[src/hdl/slts_pkg.sv]
package slts_pkg;

  // ==========================================================
  // register offsets (byte addresses on the 12-bit port)
  localparam logic [11:0] ADDR_TEST_SEL   = 12'h205;
  localparam logic [11:0] ADDR_IDENT      = 12'h206;
  localparam logic [11:0] ADDR_COMMA      = 12'h207;
  localparam logic [11:0] ADDR_STATUS     = 12'h208;
  localparam logic [11:0] ADDR_LINK_CTRL  = 12'h300;

  // ==========================================================
  // reset values
  localparam logic [7:0] RST_TEST_SEL  = 8'h00;
  localparam logic [7:0] RST_IDENT     = 8'h00;
  localparam logic [7:0] RST_COMMA     = 8'h00;
  localparam logic [7:0] RST_LINK_CTRL = 8'h00;

  // ==========================================================
  // field positions
  localparam int TEST_SEL_W      = 5;
  localparam int COMMA_SEL_W     = 2;
  localparam int ST_LINK_UP      = 6;
  localparam int ST_SYNC         = 5;
  localparam int ST_REALIGNED    = 4;
  localparam int ST_MF_PHASE_SET = 3;
  localparam int ST_SER_LOCK     = 2;
  localparam int ST_SAMP_LOCK    = 0;
  localparam int CTRL_LINK_EN    = 0;
  localparam int CTRL_MODE_8B10B = 1;

  // ==========================================================
  // test selector codes
  typedef enum logic [4:0] {
    SLTS_TP_NORMAL = 5'h00,
    SLTS_TP_PRBS7  = 5'h01,
    SLTS_TP_PRBS15 = 5'h02,
    SLTS_TP_PRBS23 = 5'h03,
    SLTS_TP_RAMP   = 5'h04,
    SLTS_TP_TRANSP = 5'h05,
    SLTS_TP_D215   = 5'h06,
    SLTS_TP_K285   = 5'h07,
    SLTS_TP_ILA    = 5'h08,
    SLTS_TP_RPAT   = 5'h09,
    SLTS_TP_LOW    = 5'h0A,
    SLTS_TP_HIGH   = 5'h0B,
    SLTS_TP_PRBS9  = 5'h0D,
    SLTS_TP_PRBS31 = 5'h0E,
    SLTS_TP_CLOCK  = 5'h0F,
    SLTS_TP_K287   = 5'h10
  } slts_pattern_t;

  // ==========================================================
  // control characters (8-bit payload, k flag separate)
  localparam logic [7:0]  CHAR_K287   = 8'hFC;
  localparam logic [7:0]  CHAR_K281   = 8'h3C;
  localparam logic [7:0]  CHAR_K285   = 8'hBC;
  localparam logic [7:0]  CHAR_D215   = 8'hB5;
  localparam logic [15:0] CLOCK_WORD  = 16'h00FF;

endpackage

[src/hdl/slts_core.sv]
// Chosen here: the strobed register port.
`timescale 1ns/10ps
// Function
// - selector zero passes normal converter data, all test patterns off
// - codes 1, 2, 3 send PRBS7, PRBS15, PRBS23 on lanes
// - code 4 sends a ramp, code 5 the transport test pattern
// - code 8 repeats alignment sequence, 9 modified RPAT, 16 repeats K28.7
// - code 10 holds outputs low, code 11 holds them high
// - codes 13 and 14 send PRBS9 and PRBS31
// - code 15 sends eight zeros then eight ones per word
// - identifier byte is sent in second multiframe of alignment sequence
// - comma selector picks K28.7, K28.1, K28.5; code 3 reserved
// - end-of-frame comma replaces final character only when data allows
// - status bit 6 high while link is up
// - status bit 5 is sync request level, zero when asserted
// - status bit 4 sticky on SYSREF realignment, cleared by writing one
// - status bit 3 set by first SYSREF after enable, write one clears
// - status bit 2 shows serializer pll lock
// - status bit 0 shows sampling pll lock
module slts_core (
  // clock and reset
  input  wire logic        clock,
  input  wire logic        rstn,
  // register port
  input  wire logic [11:0] reg_addr,
  input  wire logic [7:0]  reg_wdata,
  input  wire logic        reg_wr,
  input  wire logic        reg_rd,
  output logic      [7:0]  reg_rdata,
  // framer side, one character per cycle
  input  wire logic [7:0]  data_char,
  input  wire logic [7:0]  ila_char,
  input  wire logic        ila_char_k,
  input  wire logic        ila_ident_slot,
  input  wire logic        frame_last,
  input  wire logic        frame_end_ok,
  // status sources
  input  wire logic        link_up_in,
  input  wire logic        sync_req_n_pin,
  input  wire logic        sysref_realign,
  input  wire logic        sysref_event,
  input  wire logic        serializer_pll_lock,
  input  wire logic        sampling_pll_lock,
  // lane output
  output logic      [7:0]  lane_char,
  output logic             lane_char_k,
  output logic             lane_force,
  output logic             lane_force_level,
  output logic      [4:0]  link_test_select,
  output logic             link_enable_bit
);

  // ==========================================================
  // registers
  logic [7:0]  test_reg, test_next;
  logic [7:0]  ident_reg, ident_next;
  logic [7:0]  comma_reg, comma_next;
  logic [7:0]  ctrl_reg, ctrl_next;
  logic        realign_reg, realign_next;
  logic        mfset_reg, mfset_next;
  logic        armed_reg, armed_next;
  logic [2:0]  sync_sh_reg;
  logic        sync_lvl_reg;
  logic [7:0]  rdata_reg, rdata_next;
  logic [30:0] lfsr_reg, lfsr_next;
  logic [7:0]  ramp_reg;
  logic        half_reg;
  logic [7:0]  char_reg, char_next;
  logic        k_reg, k_next;
  logic        force_reg, force_next;
  logic        level_reg, level_next;

  // ==========================================================
  // address decode
  wire sel_test = (reg_addr == slts_pkg::ADDR_TEST_SEL);
  wire sel_id   = (reg_addr == slts_pkg::ADDR_IDENT);
  wire sel_cm   = (reg_addr == slts_pkg::ADDR_COMMA);
  wire sel_st   = (reg_addr == slts_pkg::ADDR_STATUS);
  wire sel_ct   = (reg_addr == slts_pkg::ADDR_LINK_CTRL);
  wire wr_st    = reg_wr && sel_st;

  wire       link_en   = ctrl_reg[slts_pkg::CTRL_LINK_EN];
  wire       mode_8b   = ctrl_reg[slts_pkg::CTRL_MODE_8B10B];
  wire [4:0] tsel      = test_reg[4:0];
  wire [1:0] csel      = comma_reg[1:0];
  // pin level taken only once second and third flops agree
  wire       sync_agree = (sync_sh_reg[1] == sync_sh_reg[2]);
  wire       sync_lvl   = sync_lvl_reg;

  // reserved selector codes fall back to normal
  function automatic logic code_valid(input logic [4:0] c);
    code_valid = (c <= 5'h10) && (c != 5'h0C);
  endfunction

  wire [4:0] tsel_eff = code_valid(tsel) ? tsel : 5'h00;

  // ==========================================================
  // status word
  wire [7:0] status_word = {1'b0,
                            link_up_in,
                            sync_lvl,
                            realign_reg,
                            mfset_reg,
                            serializer_pll_lock,
                            1'b0,
                            sampling_pll_lock};

  always_comb begin
    test_next  = test_reg;
    ident_next = ident_reg;
    comma_next = comma_reg;
    ctrl_next  = ctrl_reg;
    if (reg_wr && sel_test) begin
      test_next = {3'h0, reg_wdata[4:0]};
    end else if (reg_wr && sel_id) begin
      ident_next = reg_wdata;
    end else if (reg_wr && sel_cm) begin
      comma_next = {6'h00, reg_wdata[1:0]};
    end else if (reg_wr && sel_ct) begin
      ctrl_next = {6'h00, reg_wdata[1:0]};
    end
  end

  // sticky bits: hardware set wins over write-one clear
  always_comb begin
    realign_next = realign_reg;
    if (wr_st && reg_wdata[slts_pkg::ST_REALIGNED]) realign_next = 1'b0;
    if (sysref_realign) realign_next = 1'b1;
  end

  always_comb begin
    mfset_next = mfset_reg;
    armed_next = armed_reg;
    if (!link_en) armed_next = 1'b1;
    if (wr_st && reg_wdata[slts_pkg::ST_MF_PHASE_SET]) mfset_next = 1'b0;
    if (link_en && armed_reg && sysref_event) begin
      mfset_next = 1'b1;
      armed_next = 1'b0;
    end
  end

  always_comb begin
    rdata_next = 8'h00;
    if (reg_rd) begin
      if (sel_test) rdata_next = test_reg;
      else if (sel_id) rdata_next = ident_reg;
      else if (sel_cm) rdata_next = comma_reg;
      else if (sel_st) rdata_next = status_word;
      else if (sel_ct) rdata_next = ctrl_reg;
      else rdata_next = 8'h00;
    end
  end

  // ==========================================================
  // pattern generators: one shared 31-bit lfsr, taps per mode
  function automatic logic prbs_fb(input logic [30:0] s, input logic [4:0] c);
    case (c)
      slts_pkg::SLTS_TP_PRBS7:  prbs_fb = s[6] ^ s[5];
      slts_pkg::SLTS_TP_PRBS9:  prbs_fb = s[8] ^ s[4];
      slts_pkg::SLTS_TP_PRBS15: prbs_fb = s[14] ^ s[13];
      slts_pkg::SLTS_TP_PRBS23: prbs_fb = s[22] ^ s[17];
      default:                  prbs_fb = s[30] ^ s[27];
    endcase
  endfunction

  always_comb begin
    lfsr_next = lfsr_reg;
    for (int i = 0; i < 8; i++) begin
      lfsr_next = {lfsr_next[29:0], prbs_fb(lfsr_next, tsel_eff)};
    end
  end

  wire [7:0] comma_char = (csel == 2'h1) ? slts_pkg::CHAR_K281 :
                          (csel == 2'h2) ? slts_pkg::CHAR_K285 :
                          slts_pkg::CHAR_K287;
  wire       comma_ok   = mode_8b && (csel != 2'h3) && frame_last && frame_end_ok;
  wire [7:0] clk_byte   = half_reg ? slts_pkg::CLOCK_WORD[7:0] : slts_pkg::CLOCK_WORD[15:8];

  // ==========================================================
  // lane character select
  always_comb begin
    char_next  = data_char;
    k_next     = 1'b0;
    force_next = 1'b0;
    level_next = 1'b0;
    case (tsel_eff)
      slts_pkg::SLTS_TP_NORMAL: begin
        if (ila_ident_slot) begin
          char_next = ident_reg;
        end else if (comma_ok) begin
          char_next = comma_char;
          k_next    = 1'b1;
        end else begin
          char_next = data_char;
        end
      end
      slts_pkg::SLTS_TP_PRBS7, slts_pkg::SLTS_TP_PRBS15,
      slts_pkg::SLTS_TP_PRBS23: char_next = lfsr_reg[7:0];
      slts_pkg::SLTS_TP_PRBS9,
      slts_pkg::SLTS_TP_PRBS31: char_next = lfsr_reg[7:0];
      slts_pkg::SLTS_TP_RAMP:   char_next = ramp_reg;
      slts_pkg::SLTS_TP_TRANSP: char_next = ramp_reg ^ ident_reg;
      slts_pkg::SLTS_TP_D215:   char_next = slts_pkg::CHAR_D215;
      slts_pkg::SLTS_TP_K285: begin
        char_next = slts_pkg::CHAR_K285;
        k_next    = 1'b1;
      end
      slts_pkg::SLTS_TP_ILA: begin
        char_next = ila_ident_slot ? ident_reg : ila_char;
        k_next    = ila_char_k & ~ila_ident_slot;
      end
      slts_pkg::SLTS_TP_RPAT:   char_next = {ramp_reg[3:0], ~ramp_reg[3:0]};
      slts_pkg::SLTS_TP_K287: begin
        char_next = slts_pkg::CHAR_K287;
        k_next    = 1'b1;
      end
      slts_pkg::SLTS_TP_LOW: begin
        force_next = 1'b1;
        level_next = 1'b0;
      end
      slts_pkg::SLTS_TP_HIGH: begin
        force_next = 1'b1;
        level_next = 1'b1;
      end
      slts_pkg::SLTS_TP_CLOCK:  char_next = clk_byte;
      default:                  char_next = data_char;
    endcase
  end

  // ==========================================================
  // flops
  always_ff @(posedge clock or negedge rstn) begin
    if (!rstn) begin
      test_reg  <= slts_pkg::RST_TEST_SEL;
      ident_reg <= slts_pkg::RST_IDENT;
      comma_reg <= slts_pkg::RST_COMMA;
      ctrl_reg  <= slts_pkg::RST_LINK_CTRL;
    end else begin
      test_reg  <= test_next;
      ident_reg <= ident_next;
      comma_reg <= comma_next;
      ctrl_reg  <= ctrl_next;
    end
  end

  always_ff @(posedge clock or negedge rstn) begin
    if (!rstn) begin
      realign_reg <= 1'b0;
      mfset_reg   <= 1'b0;
      armed_reg   <= 1'b1;
      sync_sh_reg <= 3'h0;
      rdata_reg   <= 8'h00;
    end else begin
      realign_reg <= realign_next;
      mfset_reg   <= mfset_next;
      armed_reg   <= armed_next;
      sync_sh_reg <= {sync_sh_reg[1:0], sync_req_n_pin};
      rdata_reg   <= rdata_next;
    end
  end

  always_ff @(posedge clock or negedge rstn) begin
    if (!rstn) begin
      sync_lvl_reg <= 1'b0;
    end else if (sync_agree) begin
      sync_lvl_reg <= sync_sh_reg[2];
    end
  end

  always_ff @(posedge clock or negedge rstn) begin
    if (!rstn) begin
      lfsr_reg <= 31'h7FFFFFFF;
      ramp_reg <= 8'h00;
      half_reg <= 1'b0;
    end else begin
      lfsr_reg <= (lfsr_next == 31'h0) ? 31'h7FFFFFFF : lfsr_next;
      ramp_reg <= ramp_reg + 8'h01;
      half_reg <= ~half_reg;
    end
  end

  always_ff @(posedge clock or negedge rstn) begin
    if (!rstn) begin
      char_reg  <= 8'h00;
      k_reg     <= 1'b0;
      force_reg <= 1'b0;
      level_reg <= 1'b0;
    end else begin
      char_reg  <= char_next;
      k_reg     <= k_next;
      force_reg <= force_next;
      level_reg <= level_next;
    end
  end

  assign reg_rdata        = rdata_reg;
  assign lane_char        = char_reg;
  assign lane_char_k      = k_reg;
  assign lane_force       = force_reg;
  assign lane_force_level = level_reg;
  assign link_test_select = tsel_eff;
  assign link_enable_bit  = link_en;

endmodule

[config.mk]
export PLATFORM = sky130hd
export DESIGN_NAME = slts_core
export DESIGN_NICKNAME = d
export VERILOG_FILES = /design/src/hdl/slts_pkg.sv /design/src/hdl/slts_core.sv
export SDC_FILE = /design/constraint.sdc
export NUM_CORES = 1
export LEC_CHECK = 0
export BUFFER_PORTS_ARGS = -buffer_cell sky130_fd_sc_hd__clkbuf_2
export CAP_MARGIN = 15
export CORE_ASPECT_RATIO = 1.1
export CORE_MARGIN = 3
export CORE_UTILIZATION = 40
export CTS_CLUSTER_DIAMETER = 150
export DETAILED_ROUTE_END_ITERATION = 10
export GPL_ROUTABILITY_DRIVEN = 1
export PLACE_DENSITY = 0.61
export SETUP_SLACK_MARGIN = 0.2
export SLEW_MARGIN = 20
export SYNTH_ARGS = -nofsm -noshare
export SYNTH_HDL_FRONTEND = slang
export SYNTH_SLANG_ARGS = --single-unit
[constraint.sdc]
create_clock -name clock -period 3.19 [get_ports clock]
set_input_delay 0.4785 -clock clock [delete_from_list [all_inputs] [get_ports clock]]
set_output_delay 0.4785 -clock clock [all_outputs]
set_load 0.05 [all_outputs]
==> results.md, run 1 <==
- Status: finished, final reports clean
- Slew margin rel.: 0.404
- IO Pins: 75
- Mapped Area: 0.00473 sq mm
- Vias in the first global route: 3920
- Avg WL per Cell: 18.2 um
- H-tree depth: 3
- Clock Path Buffers: 2
- Sequential Area: 0.00212 sq mm
- Clock root buffer: clkbuf_16
- Mapped Nets: 543
- Final instance area: 0.00565 sq mm
- Worst setup EP type: flop
- Hold WS: 0.164 ns
- Area Growth Syn to Fin: 19.4%
- Starting Density: 0.412
- Count of different cell masters after synthesis: 69
- Yosys reg bits: 83
- Largest net degree at the start of global routing: 84
- Grt ovf: 0
- Startpoint Class: flop
- Final WS setup: 0.360 ns
- Core area: 0.0115 sq mm
- Data arrival, critical path: 3.09 ns
- Post-route ant nets: 0
- Die height: 120 um
- GPL Wtd Cong: 0.886
- Initial antenna violation count: 0
- Cell count after synthesis: 483
- Num Clock Sinks: 83
- Multi-input gate area: 0.00241 sq mm
- RSZ-0062 raised after global routing: false
- Layout Utilization: 0.492
- CP Max Fanout: 6
- Async SR Flop Fraction: 1.00
- DR vias/cell: 5.58
- Layout Cells excl Fill: 717
- Hold WC Path Type: in -> async
- Setup violations, final: 0
- Die Footprint: 0.0132 sq mm
- DRC viols: 0
- CTS Hold Bufs: 0
- EDFF count, synth: 0
- Number of buffers added on ports: 74
- Synthesized area per cell: 9.79 sq um
- Maximum vdd drop: 212 uV
- Critical Path RT: 3.45 ns
- Placed instance area: 0.00531 sq mm
- Post-cts resize count: 0
- Die W: 110 um
- Post-Route WL: 13.1 mm
- CP Class: reg -> reg
- R2R setup slack: 0.36 ns
- PwrDens: 412 mW/mm^2
- Achievable frequency: 353 MHz
- Worst Skew: 0.00489 ns
- Post-CTS Setup Inserts: 0
- Top_reg_cell synth: dfrtp_1
- Syn. warnings: 0
- Worst slack, placed: 0.330 ns
- Tightest Pin Transition: 0.887 ns
- Vias: 4001
- Register area share after synthesis: 0.448
- Clock insertion delay at the later pin of the skew report: 0.34 ns
- Max-cap violations: 0
- Sum Neg Setup Slack: 0 ns
- Filler cell count: 1116
- Nets: 622
- N_diodes: 0
- Drt first pass iters: 5
- GRT Resource Usage Total: 0.206
- Initial DRC Count: 269
- Num CTS Buffers: 9
- Post-DP HPWL: 9.98 mm
- Worst-path clk slew: 0.07 ns
- Largest register FFs: 31
- Layout cells sized above 1: 0.305
- Reg-to-reg endpoint: lfsr_reg[6]
- Fin crit share: 0.887
- First-pass GRT wire length: 20.9 mm
- R2R cell count: 10
- Final Max Tran Viols: 0
- Std-Cell Rows: 41
- DP Cell Count: 699
- Total power: 2.33 mW
- Min cycle time layout: 2.83 ns
- CTS tree: yes
- RR Startpoint: lfsr_reg[12]
- Lkg Pwr: 2.63 nW
- Final Hold Vio Count: 0
-- where the power goes --
part / switching [mW] / internal, mW / total, mW
clock: 0.446 / 0.693 / 1.14
sequential: 0.00617 / 1.07 / 1.07
combinational: 0.0775 / 0.0419 / 0.119
-- cell type report --
class / count / area share
Clock buffer: 9 / 0.0399
Timing Repair Buffer: 91 / 0.0915
Multi-Input combinational cell: 353 / 0.427
Clock inverter: 7 / 0.0175
Tap cell: 150 / 0.0332
Inverter: 24 / 0.0159
Sequential cell: 83 / 0.375
-- cells by family after synthesis --
group	Yosys count	synth area share
compound gates	106	0.156
xor+xnor	35	0.0648
fa+ha+maj	11	0.0286
buf+inv	47	0.0434
flops	83	0.448
mux	19	0.0444
simple gates	182	0.216
-- Yosys cell counts, types with 7 or more instances --
library cell	count	area (sq um)
dfrtp_1	51	1280
nand2_1	43	161
dfstp_2	32	841
nor2_1	32	120
inv_1	24	90.1
o21ai_0	23	115
a21oi_1	22	110
xnor2_1	22	193
nand3_1	21	105
mux2_2	16	180
nand2b_1	13	81.3
xor2_1	13	114
clkbuf_1	12	45.0
ha_1	10	125
nand2_2	10	62.6
nor2b_1	10	62.6
buf_2	8	40.0
a222oi_1	7	70.1
-- metal layers --
metal | vias up | GRT usage | routed length [um]
li1 | 1907 | - | -
met1 | 1935 | 0.283 | 5870
met2 | 133 | 0.321 | 6210
met3 | 26 | 0.0371 | 680
met4 | 0 | 0.0764 | 291
met5 | - | 0 | 0
-- how the worst max path moves through the flow --
stage | startpoint | end | slack [ns] | cells past startpoint
5_1_grt | test_reg[2] | lfsr_reg[24] | 0.26 | 11
2_1_floorplan | test_reg[4] | lane_char[4] | 0.44 | 10
4_1_cts | lfsr_reg[12] | lfsr_reg[22] | 0.29 | 10
3_3_place_gp | lfsr_reg[12] | lfsr_reg[6] | 0.29 | 9
6_report | lfsr_reg[12] | lfsr_reg[6] | 0.36 | 10
3_5_place_dp | lfsr_reg[12] | lfsr_reg[22] | 0.33 | 10
-- critical path, cell delays in order (launching register included) --
cell	delay, ns
dfstp_2	0.55
inv_1	0.07
ha_1	0.29
nor4b_2	0.17
a2111o_2	0.46
a311o_1	0.29
a21oi_1	0.15
o22ai_1	0.12
nand4_1	0.13
buf_4	0.16
or3b_1	0.35
-- cells in the final DEF, fill, tap and decap left out, drive strengths merged, types with 6 or more instances in the layout --
master  instances
ha             10
dfstp          32
nand2b         13
inv            27
a222oi          7
dfrtp          51
o21ai          27
nor3            7
a21oi          22
clkbuf         82
mux2           16
nand4           6
xor2           13
nand2          53
xnor2          22
a221oi          6
nor2b          10
nor2           32
nand3          21
buf            18
Power figures use the tool's default switching activity.
==> run 2, diff against run 1 <==
Clock period 3.19 ns to 3.4 ns, I/O delays scaled along.
==> run 2 against run 1 <==
  * Clock-buffer cell count is 1 higher
  * Combinational power is 6% lower
  * Largest cell class unchanged
  * Via count is 0.57% higher
  * Critical path type unchanged
  * Die area stayed put
  * Largest power group is now registers
==> results.md, run 2 (same netlist as run 1, synthesis figures left out) <==
- Slowest cell on crit path: dfrtp_1 (was dfstp_2)
- Slowest Stage Delay on Critical Path: 0.53 ns (was 0.55 ns)
- Slew margin rel.: 0.503 (was 0.404)
- Layout cells sized above 1: 0.301 (was 0.305)
- Initial antenna violation count: 0 (unchanged)
- CTS tree: yes (unchanged)
- Post-DP HPWL: 10.2 mm (was 9.98 mm)
- Nets: 617 (was 622)
- Placed instance area: 0.00526 sq mm (was 0.00531 sq mm)
- Final instance area: 0.00558 sq mm (was 0.00565 sq mm)
- Clock insertion delay at the later pin of the skew report: 0.34 ns (about the same)
- CP Class: reg -> reg (unchanged)
- Largest register FFs: 31 (unchanged)
- Post-route ant nets: 0 (unchanged)
- Fin crit share: 0.873 (was 0.887)
- Worst setup EP type: flop (unchanged)
- Area Growth Syn to Fin: 17.9% (was 19.4%)
- Initial DRC Count: 338 (was 269)
- CP Cell Sequence: buf_4, and3b_1, nand2_1, nor2_1, a221oi_1, nand3_1, nor4_1, nand4_1, buf_4, nand2_1 (was inv_1, ha_1, nor4b_2, a2111o_2, a311o_1, a21oi_1, o22ai_1, nand4_1, buf_4, or3b_1)
- Commonest non-fill, non-tap cells in the layout: clkbuf_2 (73), dfrtp_1 (50), nand2_1 (43) (was clkbuf_2 (73), dfrtp_1 (51), nand2_1 (43))
- Sw frac: 0.245 (was 0.227)
- Min cycle time layout: 2.97 ns (was 2.83 ns)
- Sum Neg Setup Slack: 0 ns (unchanged)
- PwrDens: 378 mW/mm^2 (was 412 mW/mm^2)
- Worst-path clk slew: 0.07 ns (about the same)
- DRC viols: 0 (unchanged)
- Core area: 0.0115 sq mm (unchanged)
- CP Max Fanout: 23 (was 6)
- Setup violations, final: 0 (unchanged)
- Clock Path Buffers: 2 (unchanged)
- Tightest Pin Transition: 0.745 ns (was 0.887 ns)
- Power share of the clock group: 0.470 (was 0.489)
- Die height: 120 um (unchanged)
- Final Hold Vio Count: 0 (unchanged)
- Sequential power share: 0.477 (was 0.460)
- H-tree depth: 3 (unchanged)
- GPL Wtd Cong: 0.950 (was 0.886)
- Num Clock Sinks: 83 (unchanged)
- Layout Utilization: 0.485 (was 0.492)
- Data arrival, critical path: 3.25 ns (was 3.09 ns)
- Std-Cell Rows: 41 (unchanged)
- Vias in the first global route: 3902 (was 3920)
- Die W: 110 um (unchanged)
- Startpoint Class: flop (unchanged)
- GRT Resource Usage Total: 0.207 (was 0.206)
- Achievable frequency: 337 MHz (was 353 MHz)
- Gate power share: 0.053 (was 0.051)
- First-pass GRT wire length: 20.8 mm (was 20.9 mm)
- N_diodes: 0 (unchanged)
- Largest net degree at the start of global routing: 84 (unchanged)
- Clock root buffer: clkbuf_16 (unchanged)
- Vias: 4024 (was 4001)
- IO Pins: 75 (unchanged)
- Maximum vdd drop: 196 uV (was 212 uV)
- Psw: 0.517 mW (was 0.530 mW)
- Hold WC Path Type: in -> async (unchanged)
- Final Max Tran Viols: 0 (unchanged)
- Critical Path RT: 3.68 ns (was 3.45 ns)
- Worst Skew: 0.00921 ns (was 0.00489 ns)
- Number of buffers added on ports: 74 (unchanged)
- RSZ-0062 raised after global routing: false (unchanged)
- Total power: 2.11 mW (was 2.33 mW)
- DR vias/cell: 5.65 (was 5.58)
- Post-Route WL: 13.4 mm (was 13.1 mm)
- Starting Density: 0.412 (unchanged)
- Commonest non-fill, non-tap cell in the layout: clkbuf_2 (unchanged)
- Die Footprint: 0.0132 sq mm (unchanged)
- Status: finished, final reports clean (unchanged)
- Max-cap violations: 0 (unchanged)
- Lkg Pwr: 2.59 nW (was 2.63 nW)
- Drt first pass iters: 6 (was 5)
- Num CTS Buffers: 9 (unchanged)
- Grt ovf: 0 (unchanged)
- Internal power: 1.59 mW (was 1.80 mW)
- Avg WL per Cell: 18.8 um (was 18.2 um)
==> run 2: critical path: cells and delay by family, from the launching register on <==
kind                   cells  cell delay [ns]
AO/OA/AOI/OAI              1             0.38
buffers and inverters      2             0.54
flip-flops                 1             0.53
AND/OR/NAND/NOR            7             1.45
==> run 2: final timing paths <==
path	start	to	slack [ns]	cells after the start
max	test_reg[1]	lfsr_reg[10]	0.43	10
min	rstn	sync_sh_reg[0]	0.20	1
max reg2reg	test_reg[1]	lfsr_reg[10]	0.43	10
min reg2reg	sync_sh_reg[0]	sync_sh_reg[1]	0.35	0
max in group asynchronous	rstn	test_reg[2]	2.66	1
min in group clock	sync_req_n_pin	sync_sh_reg[0]	0.27	1
==> run 2: layout make-up <==
| type | instances | area (sq um) |
|---|---|---|
| clock buffers | 10 | 250 |
| clock inverters | 6 | 51.3 |
| fillers | 1138 | 5910 |
| inverters | 24 | 90.1 |
| multi-input cells | 353 | 2410 |
| flip-flops and latches | 83 | 2120 |
| well taps | 150 | 188 |
| repair buffers | 86 | 467 |
==> run 2: metal layers <==
layer	wire length, um	vias to the layer above	GRT usage
li1	-	1899	-
met1	5690	1944	0.277
met2	6490	161	0.331
met3	913	20	0.0382
met4	301	0	0.0756
met5	0	-	0
==> run 2: metrics by stage <==
step                      std cells  setup WS, ns  hold slack, ns
after floorplan                 483         0.648           0.214
final                           712         0.431           0.200
after CTS                       710         0.373           0.260
after global placement          694         0.519           0.336
after global routing            712         0.308           0.267
after detailed placement        694         0.418           0.335
==> run 2: power groups by stage <==
stage               clock, mW  sequential, mW  combinational (mW)
detailed placement          0            1.02               0.112
global placement            0            1.02               0.110
floorplan                   0            1.04              0.0263
CTS                      1.01            1.01               0.113
global route             1.06            1.01               0.124
finish                  0.992            1.01               0.112
==> run 2: repair_timing <==
action	4_1_cts	5_1_grt
resized for setup	0	1
buffers inserted	0	2
hold buffers	0	0
setup endpoints to repair	0	23
